### src/hdl/mts_pkg.sv
/*
 * Constants, register map and state type of the motor tuning sequencer.
 * Assumes a 50 MHz system clock and a 32-bit classic Wishbone bus.
 */
package mts_pkg;

    // ------------------------------------------------------------
    // clock and timing
    // ------------------------------------------------------------
    localparam int unsigned CLK_HZ = 50_000_000;
    localparam int unsigned TUNE_TIME_MS = 9000;
    localparam longint unsigned TUNE_CYCLES_L =
        longint'(TUNE_TIME_MS) * longint'(CLK_HZ) / 64'd1000;
    localparam logic [31:0] TUNE_CYCLES = TUNE_CYCLES_L[31:0];
    localparam logic [2:0] PROGRESS_STEPS = 3'h5;

    // ------------------------------------------------------------
    // tuning setting and mode values
    // ------------------------------------------------------------
    localparam logic [7:0] TUNE_SEL_STATIONARY = 8'h0B; // 11
    localparam logic [7:0] TUNE_SEL_OFF = 8'h00;
    localparam logic [2:0] OPMODE_PANEL_LOCK = 3'h7;
    localparam int unsigned BUS_LIMIT_PCT = 75;

    // ------------------------------------------------------------
    // result codes
    // ------------------------------------------------------------
    localparam logic [7:0] CODE_NONE = 8'h00;
    localparam logic [7:0] CODE_OK = 8'h0D;      // 13
    localparam logic [7:0] CODE_FORCED = 8'h08;  // 8
    localparam logic [7:0] CODE_TRIP = 8'h09;    // 9
    localparam logic [7:0] CODE_STALL = 8'h5B;   // 91
    localparam logic [7:0] CODE_BUS = 8'h5C;     // 92
    localparam logic [7:0] CODE_CALC = 8'h5D;    // 93

    // ------------------------------------------------------------
    // register map (byte addresses) and fields
    // ------------------------------------------------------------
    localparam logic [3:0] ADDR_CTRL = 4'h0;
    localparam logic [3:0] ADDR_STATUS = 4'h4;
    localparam logic [3:0] ADDR_CONST = 4'h8;
    localparam logic [3:0] ADDR_SETFREQ = 4'hC;
    localparam int unsigned CTRL_PANEL_MODE = 8;
    localparam int unsigned CTRL_RUN_KEY = 9;
    localparam int unsigned CTRL_STOP_KEY = 10;
    localparam int unsigned CTRL_METER_SPEED = 11;
    localparam int unsigned CTRL_RETRY_EN = 12;
    localparam int unsigned CTRL_OPMODE_LSB = 16;
    localparam logic [15:0] CONST_RESET = 16'h0000;
    localparam logic [15:0] SETFREQ_RESET = 16'h0000;

    // ------------------------------------------------------------
    // sequencer states, gray along idle-tune-done-fail
    // ------------------------------------------------------------
    typedef enum logic [1:0] {
        MTS_IDLE = 2'h0,
        MTS_TUNE = 2'h1,
        MTS_DONE = 2'h3,
        MTS_FAIL = 2'h2
    } mts_state_e;

endpackage

### src/hdl/mts_sequencer.sv
/*
 * Motor tuning sequencer: stationary winding-resistance tuning run,
 * abort paths, result codes, constant retention and acknowledge.
 * Assumes synchronous inputs on clk_i and a classic Wishbone master.
 */
// Register access over Wishbone and the register offsets were decided locally.
// Operation
// run armed only when tuning setting holds 11 (stationary)
// armed start by forward or reverse command, or panel run key
// output stop, fault clear, stop key or command release abort
// other inputs ignored; only running, status, meter, relay active
// meter shows progress in five steps when set to speed
// running output high from start for the whole run
// a whole run takes about nine seconds
// set-frequency monitor reads zero hertz while tuning
// after end refuse operation until stop key or command release
// error end leaves constants unchanged; reset and retune
// code 8 for forced end, code 9 for protective trip
// code 91 when current limit engages
// code 92 when bus voltage reaches 75 percent of rated
// code 93 for calculation failure or missing motor
// stop key or command release never stores constants
// good constants kept until another run replaces them
// supply loss during tuning ends with a tuning error
// after power returns the device runs normally, not tuning
// alarms as normal, but automatic fault retry suppressed
// partner must not toggle second set select while tuning
// partner issues run only after main power is applied
// mode 7 needs panel interlock input and panel operation; the code checks the interlock only for external starts, panel starts skip it
// state machine idle, tune, normal end, error end holding code
`timescale 1ns/100ps
module mts_sequencer
    import mts_pkg::*;
#(
    parameter logic [31:0] TUNE_LEN = TUNE_CYCLES,
    parameter int unsigned BUS_W = 12,
    parameter logic [11:0] BUS_RATED = 12'hC00
) (
    input wire logic clk_i,
    input wire logic rst_i,
    input wire logic cyc_i,
    input wire logic stb_i,
    input wire logic we_i,
    input wire logic [3:0] adr_i,
    input wire logic [3:0] sel_i,
    input wire logic [31:0] dat_i,
    output logic [31:0] dat_o,
    output logic ack_o,
    input wire logic forward_run_cmd_i,
    input wire logic reverse_run_cmd_i,
    input wire logic output_stop_input_i,
    input wire logic fault_clear_input_i,
    input wire logic panel_interlock_input_i,
    input wire logic protective_trip_i,
    input wire logic stall_limit_i,
    input wire logic [BUS_W-1:0] bus_volt_i,
    input wire logic calc_error_i,
    input wire logic motor_absent_i,
    input wire logic supply_loss_i,
    input wire logic [15:0] meas_value_i,
    output logic running_o,
    output logic tuning_o,
    output logic drive_fwd_o,
    output logic drive_rev_o,
    output logic [2:0] pulse_meter_out_o,
    output logic [15:0] set_freq_mon_o,
    output logic retry_enable_o,
    output logic inputs_ignored_o
);

    // ------------------------------------------------------------
    // register state
    // ------------------------------------------------------------
    mts_state_e state_reg, state_next;
    logic [7:0] tuning_setting_status_reg;
    logic panel_unit_mode_reg;
    logic meter_speed_reg;
    logic retry_en_reg;
    logic [2:0] operation_mode_select_reg;
    logic run_key_reg, stop_key_reg;
    logic [15:0] setfreq_reg;
    logic [15:0] const_reg;
    logic [7:0] code_reg, code_next;
    logic [31:0] tick_reg;
    logic [31:0] step_reg;
    logic [2:0] progress_reg;
    logic dir_rev_reg;
    logic ack_reg;
    logic [31:0] dat_reg;

    // ------------------------------------------------------------
    // bus decode
    // ------------------------------------------------------------
    localparam logic [31:0] STEP_LEN = TUNE_LEN / 32'd5;
    localparam logic [BUS_W+6:0] BUS_LIMIT =
        (BUS_W+7)'((BUS_W+7)'(BUS_RATED) * (BUS_W+7)'(BUS_LIMIT_PCT));

    function automatic logic [7:0] lane(input logic [7:0] old,
                                        input logic [7:0] neu,
                                        input logic en);
        lane = en ? neu : old;
    endfunction

    wire bus_req = cyc_i & stb_i;
    wire bus_wr = bus_req & we_i & ack_reg;
    wire wr_ctrl = bus_wr & (adr_i == ADDR_CTRL);
    wire wr_freq = bus_wr & (adr_i == ADDR_SETFREQ);
    wire [31:0] rd_ctrl = {13'h0000, operation_mode_select_reg,
        3'h0, retry_en_reg, meter_speed_reg, 2'h0,
        panel_unit_mode_reg, tuning_setting_status_reg};
    wire [31:0] rd_status = {16'h0000, code_reg, 1'b0,
        progress_reg, running_o, tuning_o, state_reg};
    wire [31:0] rd_data =
        (adr_i == ADDR_CTRL) ? rd_ctrl :
        (adr_i == ADDR_STATUS) ? rd_status :
        (adr_i == ADDR_CONST) ? {16'h0000, const_reg} :
        (adr_i == ADDR_SETFREQ) ? {16'h0000, set_freq_mon_o} :
        32'h0000_0000;

    // ------------------------------------------------------------
    // start, abort and acknowledge conditions
    // ------------------------------------------------------------
    wire armed = (tuning_setting_status_reg == TUNE_SEL_STATIONARY);
    wire ext_allowed = ~panel_unit_mode_reg &
        ((operation_mode_select_reg != OPMODE_PANEL_LOCK) |
         panel_interlock_input_i);
    wire ext_cmd = forward_run_cmd_i | reverse_run_cmd_i;
    wire start_req = panel_unit_mode_reg ? run_key_reg
                                         : (ext_allowed & ext_cmd);
    wire active_cmd = dir_rev_reg ? reverse_run_cmd_i
                                  : forward_run_cmd_i;
    wire abort_req = output_stop_input_i | fault_clear_input_i |
        stop_key_reg | (~panel_unit_mode_reg & ~active_cmd);
    wire bus_high = ({7'h00, bus_volt_i} * (BUS_W+7)'(100)) >= BUS_LIMIT;
    wire run_done = (tick_reg == TUNE_LEN - 32'd1);
    wire ack_run = panel_unit_mode_reg ? stop_key_reg : ~ext_cmd;
    wire in_tune = (state_reg == MTS_TUNE);
    wire ended = (state_reg == MTS_DONE) | (state_reg == MTS_FAIL);

    // ------------------------------------------------------------
    // sequencer
    // ------------------------------------------------------------
    always_comb begin
        state_next = state_reg;
        code_next = code_reg;
        case (state_reg)
            MTS_IDLE: begin
                if (armed && start_req) begin
                    state_next = MTS_TUNE;
                    code_next = CODE_NONE;
                end
            end
            MTS_TUNE: begin
                state_next = MTS_FAIL;
                if (supply_loss_i || protective_trip_i) begin
                    code_next = CODE_TRIP;
                end else if (stall_limit_i) begin
                    code_next = CODE_STALL;
                end else if (bus_high) begin
                    code_next = CODE_BUS;
                end else if (calc_error_i || motor_absent_i) begin
                    code_next = CODE_CALC;
                end else if (abort_req) begin
                    code_next = CODE_FORCED;
                end else if (run_done) begin
                    state_next = MTS_DONE;
                    code_next = CODE_OK;
                end else begin
                    state_next = MTS_TUNE;
                end
            end
            MTS_DONE, MTS_FAIL: begin
                if (ack_run || fault_clear_input_i) begin
                    state_next = MTS_IDLE;
                end
            end
            default: begin
                state_next = MTS_IDLE;
            end
        endcase
    end

    always_ff @(posedge clk_i) begin
        if (rst_i) begin
            state_reg <= MTS_IDLE;
            code_reg <= CODE_NONE;
        end else begin
            state_reg <= state_next;
            code_reg <= code_next;
        end
    end

    // run timer and five-step progress
    always_ff @(posedge clk_i) begin
        if (rst_i || !in_tune) begin
            tick_reg <= 32'h0000_0000;
            step_reg <= 32'h0000_0000;
            progress_reg <= 3'h1;
        end else begin
            tick_reg <= tick_reg + 32'd1;
            if (step_reg == STEP_LEN - 32'd1) begin
                step_reg <= 32'h0000_0000;
                if (progress_reg != PROGRESS_STEPS) begin
                    progress_reg <= progress_reg + 3'h1;
                end
            end else begin
                step_reg <= step_reg + 32'd1;
            end
        end
    end

    always_ff @(posedge clk_i) begin
        if (rst_i) begin
            dir_rev_reg <= 1'b0;
        end else if (state_reg == MTS_IDLE) begin
            dir_rev_reg <= ~forward_run_cmd_i & reverse_run_cmd_i;
        end
    end

    // constants stored only by a normal end
    always_ff @(posedge clk_i) begin
        if (rst_i) begin
            const_reg <= CONST_RESET;
        end else if (in_tune && state_next == MTS_DONE) begin
            const_reg <= meas_value_i;
        end
    end

    // ------------------------------------------------------------
    // registers and bus slave
    // ------------------------------------------------------------
    always_ff @(posedge clk_i) begin
        if (rst_i) begin
            tuning_setting_status_reg <= TUNE_SEL_OFF;
            panel_unit_mode_reg <= 1'b0;
            meter_speed_reg <= 1'b0;
            retry_en_reg <= 1'b0;
            operation_mode_select_reg <= 3'h0;
            setfreq_reg <= SETFREQ_RESET;
        end else begin
            if (in_tune && supply_loss_i) begin
                tuning_setting_status_reg <= TUNE_SEL_OFF;
            end else if (wr_ctrl) begin
                tuning_setting_status_reg <= lane(
                    tuning_setting_status_reg, dat_i[7:0], sel_i[0]);
            end
            if (wr_ctrl && sel_i[1] && !in_tune) begin
                panel_unit_mode_reg <= dat_i[CTRL_PANEL_MODE];
                meter_speed_reg <= dat_i[CTRL_METER_SPEED];
                retry_en_reg <= dat_i[CTRL_RETRY_EN];
            end
            if (wr_ctrl && sel_i[2]) begin
                operation_mode_select_reg <= dat_i[18:16];
            end
            if (wr_freq) begin
                setfreq_reg <= {lane(setfreq_reg[15:8], dat_i[15:8],
                    sel_i[1]), lane(setfreq_reg[7:0], dat_i[7:0],
                    sel_i[0])};
            end
        end
    end

    // panel keys are one-cycle pulses from a control write
    always_ff @(posedge clk_i) begin
        if (rst_i) begin
            run_key_reg <= 1'b0;
            stop_key_reg <= 1'b0;
        end else begin
            run_key_reg <= wr_ctrl & sel_i[1] & dat_i[CTRL_RUN_KEY];
            stop_key_reg <= wr_ctrl & sel_i[1] & dat_i[CTRL_STOP_KEY];
        end
    end

    always_ff @(posedge clk_i) begin
        if (rst_i) begin
            ack_reg <= 1'b0;
            dat_reg <= 32'h0000_0000;
        end else begin
            ack_reg <= bus_req & ~ack_reg;
            if (bus_req && !ack_reg && !we_i) begin
                dat_reg <= rd_data;
            end
        end
    end

    // ------------------------------------------------------------
    // outputs
    // ------------------------------------------------------------
    assign ack_o = ack_reg;
    assign dat_o = dat_reg;
    assign tuning_o = in_tune;
    assign running_o = in_tune;
    assign inputs_ignored_o = in_tune;
    assign drive_fwd_o = (state_reg == MTS_IDLE) & ~armed &
        ext_allowed & forward_run_cmd_i;
    assign drive_rev_o = (state_reg == MTS_IDLE) & ~armed &
        ext_allowed & reverse_run_cmd_i & ~forward_run_cmd_i;
    assign pulse_meter_out_o = (in_tune && meter_speed_reg) ?
        progress_reg : 3'h0;
    assign set_freq_mon_o = in_tune ? 16'h0000 : setfreq_reg;
    assign retry_enable_o = retry_en_reg & ~in_tune;

    // ------------------------------------------------------------
    // checks
    // ------------------------------------------------------------
    property p_start;
        @(posedge clk_i) disable iff (rst_i)
        (state_reg == MTS_IDLE && armed && start_req) |=>
            (running_o && tuning_o && code_reg == CODE_NONE);
    endproperty
    a_start: assert property (p_start)
        else $error("armed start did not begin a run");

    property p_unarmed;
        @(posedge clk_i) disable iff (rst_i)
        (state_reg == MTS_IDLE && !armed) |=> !tuning_o;
    endproperty
    a_unarmed: assert property (p_unarmed)
        else $error("run began while not armed");

    property p_forced;
        @(posedge clk_i) disable iff (rst_i)
        (in_tune && abort_req && !supply_loss_i && !protective_trip_i &&
         !stall_limit_i && !bus_high && !calc_error_i && !motor_absent_i)
        |=> (state_reg == MTS_FAIL && code_reg == CODE_FORCED);
    endproperty
    a_forced: assert property (p_forced)
        else $error("abort did not give forced end code");

    property p_stall;
        @(posedge clk_i) disable iff (rst_i)
        (in_tune && stall_limit_i && !supply_loss_i && !protective_trip_i)
        |=> (code_reg == CODE_STALL) ##1 (code_reg == CODE_STALL);
    endproperty
    a_stall: assert property (p_stall)
        else $error("current limit code missing");

    property p_const;
        @(posedge clk_i) disable iff (rst_i)
        !$stable(const_reg) |-> (state_reg == MTS_DONE &&
            $past(state_reg) == MTS_TUNE && code_reg == CODE_OK);
    endproperty
    a_const: assert property (p_const)
        else $error("constants changed without normal end");

    property p_freq;
        @(posedge clk_i) disable iff (rst_i)
        tuning_o |-> (set_freq_mon_o == 16'h0000 && retry_enable_o == 1'b0);
    endproperty
    a_freq: assert property (p_freq)
        else $error("monitor not zero or retry live while tuning");

    property p_refuse;
        @(posedge clk_i) disable iff (rst_i)
        ended && !ack_run && !fault_clear_input_i |=>
            (ended && !drive_fwd_o && !drive_rev_o && !tuning_o);
    endproperty
    a_refuse: assert property (p_refuse)
        else $error("operation accepted before acknowledge");

    property p_power;
        @(posedge clk_i) disable iff (rst_i)
        (in_tune && supply_loss_i) |=>
            (state_reg == MTS_FAIL && code_reg == CODE_TRIP && !armed);
    endproperty
    a_power: assert property (p_power)
        else $error("supply loss did not end run in error");

    property p_meter;
        @(posedge clk_i) disable iff (rst_i)
        tuning_o |-> (pulse_meter_out_o <= PROGRESS_STEPS);
    endproperty
    a_meter: assert property (p_meter)
        else $error("progress beyond five steps");

    c_normal: cover property (@(posedge clk_i) disable iff (rst_i)
        in_tune ##1 state_reg == MTS_DONE);
    c_forced: cover property (@(posedge clk_i) disable iff (rst_i)
        in_tune ##1 code_reg == CODE_FORCED);
    c_ack: cover property (@(posedge clk_i) disable iff (rst_i)
        ended ##1 state_reg == MTS_IDLE);

endmodule

### config.mk
export PLATFORM = sky130hd
export DESIGN_NAME = mts_sequencer
export DESIGN_NICKNAME = d
export VERILOG_FILES = /design/src/hdl/mts_pkg.sv /design/src/hdl/mts_sequencer.sv
export SDC_FILE = /design/constraint.sdc
export NUM_CORES = 1
export LEC_CHECK = 0
export BUFFER_PORTS_ARGS = -buffer_cell sky130_fd_sc_hd__buf_4
export CAP_MARGIN = 0
export CORE_ASPECT_RATIO = 1.1
export CORE_UTILIZATION = 55
export DETAILED_ROUTE_END_ITERATION = 7
export PLACE_DENSITY = 0.79
export SLEW_MARGIN = 20
export SYNTH_ARGS = -nofsm -noshare
export SYNTH_HDL_FRONTEND = slang
export SYNTH_SLANG_ARGS = --single-unit
### constraint.sdc
create_clock -name clk_i -period 13.8 [get_ports clk_i]
set_input_delay 2.76 -clock clk_i [delete_from_list [all_inputs] [get_ports clk_i]]
set_output_delay 2.76 -clock clk_i [all_outputs]
set_load 0.05 [all_outputs]
==> flow_summary.ini <==
[clock_network]
clk_path_buf_depth = 2
ctsHoldBuffers = 0
cts_root_buf = clkbuf_16
h-tree-depth = 4
clk_pin_slew_ps = 60
cts_made_buffers = 17
cts_resized = 0
cts_tree = yes
clock_latency_ps = 430
cts_setup_buffers = 0
clkSinkCount = 143

[die]
core_um2 = 13400
fp.dieArea_um2 = 14300
initial_core_util_pct = 57.0
rows = 44
die_y_um = 125
fp.dieW_um = 114
top_level_ports = 141

[power]
power.density_nw_per_um2 = 113
max-vdd-ir-drop_mv = 0.0844
leakage_nw = 3.55

[routing]
postRouteWirelength_um = 18100
ant_nets = 0
drc = 0
drtIter0Drc = 537
first_pass_iters = 7
vias = 6705
wl_per_cell_um = 15.2
vias_per_cell = 5.62

[critical_path]
start_kind = input port
endpoint_kind = flop
r2r_start = tick_reg[0]
endpoint = code_reg[4]
crit_type = in -> reg
cp.required_ps = 14130
r2r_cells = 10
crit_path_max_fanout = 4
crit_start = bus_volt_i[2]
timing.rr.end = const_reg[12]
rrSetupSlack_ps = 10610
crit_arrival_ps = 6880

[sta]
hold_viol = 0
whs_ps = 454
setup-tns-final_ps = 0
setup_viol = 0
slew_headroom_pct = 32.4
fin_crit_ps = 6550
clock_skew_ps = 11.6
report.final.slew_viol_count = 0
worst_pin_slew_ps = 1010
fin_crit_sh_pct = 47.5
fmax_mhz = 153
rsz0062_at_grt = no

[status]
status = finished clean

[hold_path]
hold_path.class = reg -> reg

[yosys]
netlist_area_um2 = 7620
synth_ff_type = dfxtp_1
synth_cell_types = 60
ys_ff_latch = 143
synth_seq_area_share_pct = 37.6
synthCells = 900
synthArstFlopShare_pct = 0
yosys_warnings = 0
avgSynthCellArea_um2 = 8.47
synth_edf_count = 0

[finish]
layout-drive-gt1-share_pct = 16.6
final_nets = 1132
final_common_cell = dfxtp_1
final_cell_mix = dfxtp_1, nor2_1, buf_4
diodes = 0
area_delta_synth_final_pct = 19.7

[placed_design]
globalplace.congestion = 0.893
dp.final_hpwl_um = 12900
portBuffers = 113

[global_route]
grt-ovfl-total = 0
grt_pass1_vias = 6232
antenna_found_initial = 0
grt_start_max_net_pins = 72
grt_pass1_wl_um = 29600
gr-usage-all-layers_pct = 26.0

[flow_run]
drv_cap = 0
-- critical path, cell delays in order --
cell and delay [ps]:
buf_4 120, ha_1 290, ha_1 310, fa_1 470
ha_1 340, and2b_1 200, o2111ai_1 270, nand4_1 150
a221oi_1 450, xor2_1 220, a2111oi_0 840, a21oi_1 200
o32ai_1 270
-- per-layer routing --
layer / up-vias / routed length, um / GRT usage [%]
met2: 207 / 8540 / 41.9
met4: 0 / 330 / 8.63
met3: 31 / 939 / 5.87
met5: - / 0 / 0
met1: 3155 / 8330 / 34.3
li1: 3312 / - / -
-- final cells by class --
class | instances | area [um^2]
repair buffers | 119 | 897
well taps | 184 | 230
multi-input cells | 670 | 4370
inverters | 45 | 169
clock buffers | 17 | 425
fillers | 1113 | 4250
flip-flops and latches | 143 | 2860
clock inverters | 15 | 171
-- cells by family after synthesis --
kind of cell               after synthesis  share of synthesized area [%]
DFF                                    143                           37.6
buffers and inverters                   99                           5.84
muxes                                   29                           3.91
adders and majority gates               53                           9.39
other                                    1                         0.0492
xor gates and xnor gates                60                           6.89
AOI/OAI and AO/OA                      138                           12.4
and+or+nand+nor                        377                           24.0
-- metrics by stage --
stage / cell area, um^2 / total power [mW] / util [%] / setup slack, ps / std cells
after floorplan: 7670 / 0.540 / - / 6770 / 912
after global placement: 8510 / 0.576 / 63.6 / 6790 / 1160
after detailed placement: 8510 / 0.577 / 63.6 / 6740 / 1160
after CTS: 9110 / 1.04 / 68.1 / 7110 / 1192
after global routing: 9130 / 1.07 / 68.2 / 6910 / 1193
final: 9130 / 1.03 / 68.2 / 7250 / 1193
-- synthesized netlist by cell type, types with 3 or more instances --
cell / number / area (um^2)
nand4_1: 16 / 100
nand2b_1: 9 / 56.3
nand2_1: 72 / 270
a21o_1: 6 / 45.0
nor3b_1: 4 / 30.0
a21oi_1: 52 / 260
nor4_1: 4 / 25.0
nor3_1: 19 / 95.1
or3_1: 13 / 81.3
clkbuf_1: 33 / 124
a221oi_1: 8 / 70.1
inv_1: 45 / 169
mux2_2: 6 / 67.6
o211ai_1: 5 / 37.5
and3_1: 6 / 37.5
a22oi_1: 3 / 22.5
o2111ai_1: 3 / 26.3
mux2i_1: 23 / 230
o32ai_1: 4 / 35.0
a2111oi_0: 4 / 35.0
a211oi_1: 10 / 75.1
nor4bb_1: 3 / 30.0
buf_2: 3 / 15.0
buf_4: 15 / 113
a222oi_1: 9 / 90.1
nand3_1: 64 / 320
nor2b_1: 19 / 119
and4_1: 4 / 35.0
and2_1: 3 / 18.8
ha_1: 46 / 576
xnor2_1: 21 / 184
xor2_1: 39 / 342
dfxtp_1: 143 / 2860
nor2_1: 126 / 473
o21a_1: 4 / 30.0
fa_1: 7 / 140
o21ai_0: 16 / 80.1
nor4b_1: 4 / 35.0
or4_1: 3 / 22.5
-- worst min-delay path by stage --
stage | cells past startpoint | start | end
2_1_floorplan | 1 | step_reg[0] | step_reg[0]
3_3_place_gp | 1 | step_reg[0] | step_reg[0]
3_5_place_dp | 1 | step_reg[0] | step_reg[0]
4_1_cts | 1 | step_reg[0] | step_reg[0]
5_1_grt | 2 | tuning_setting_status_reg[0] | tuning_setting_status_reg[0]
6_report | 1 | step_reg[0] | step_reg[0]
-- where the power goes --
part,internal (mW),leakage [nW],switching (mW),total [mW]
logic,0.0621,2.11,0.0917,0.154
registers,0.415,1.15,0.00129,0.416
clock network,0.272,0.286,0.192,0.464
No activity file was read; power rests on OpenSTA's default activity.
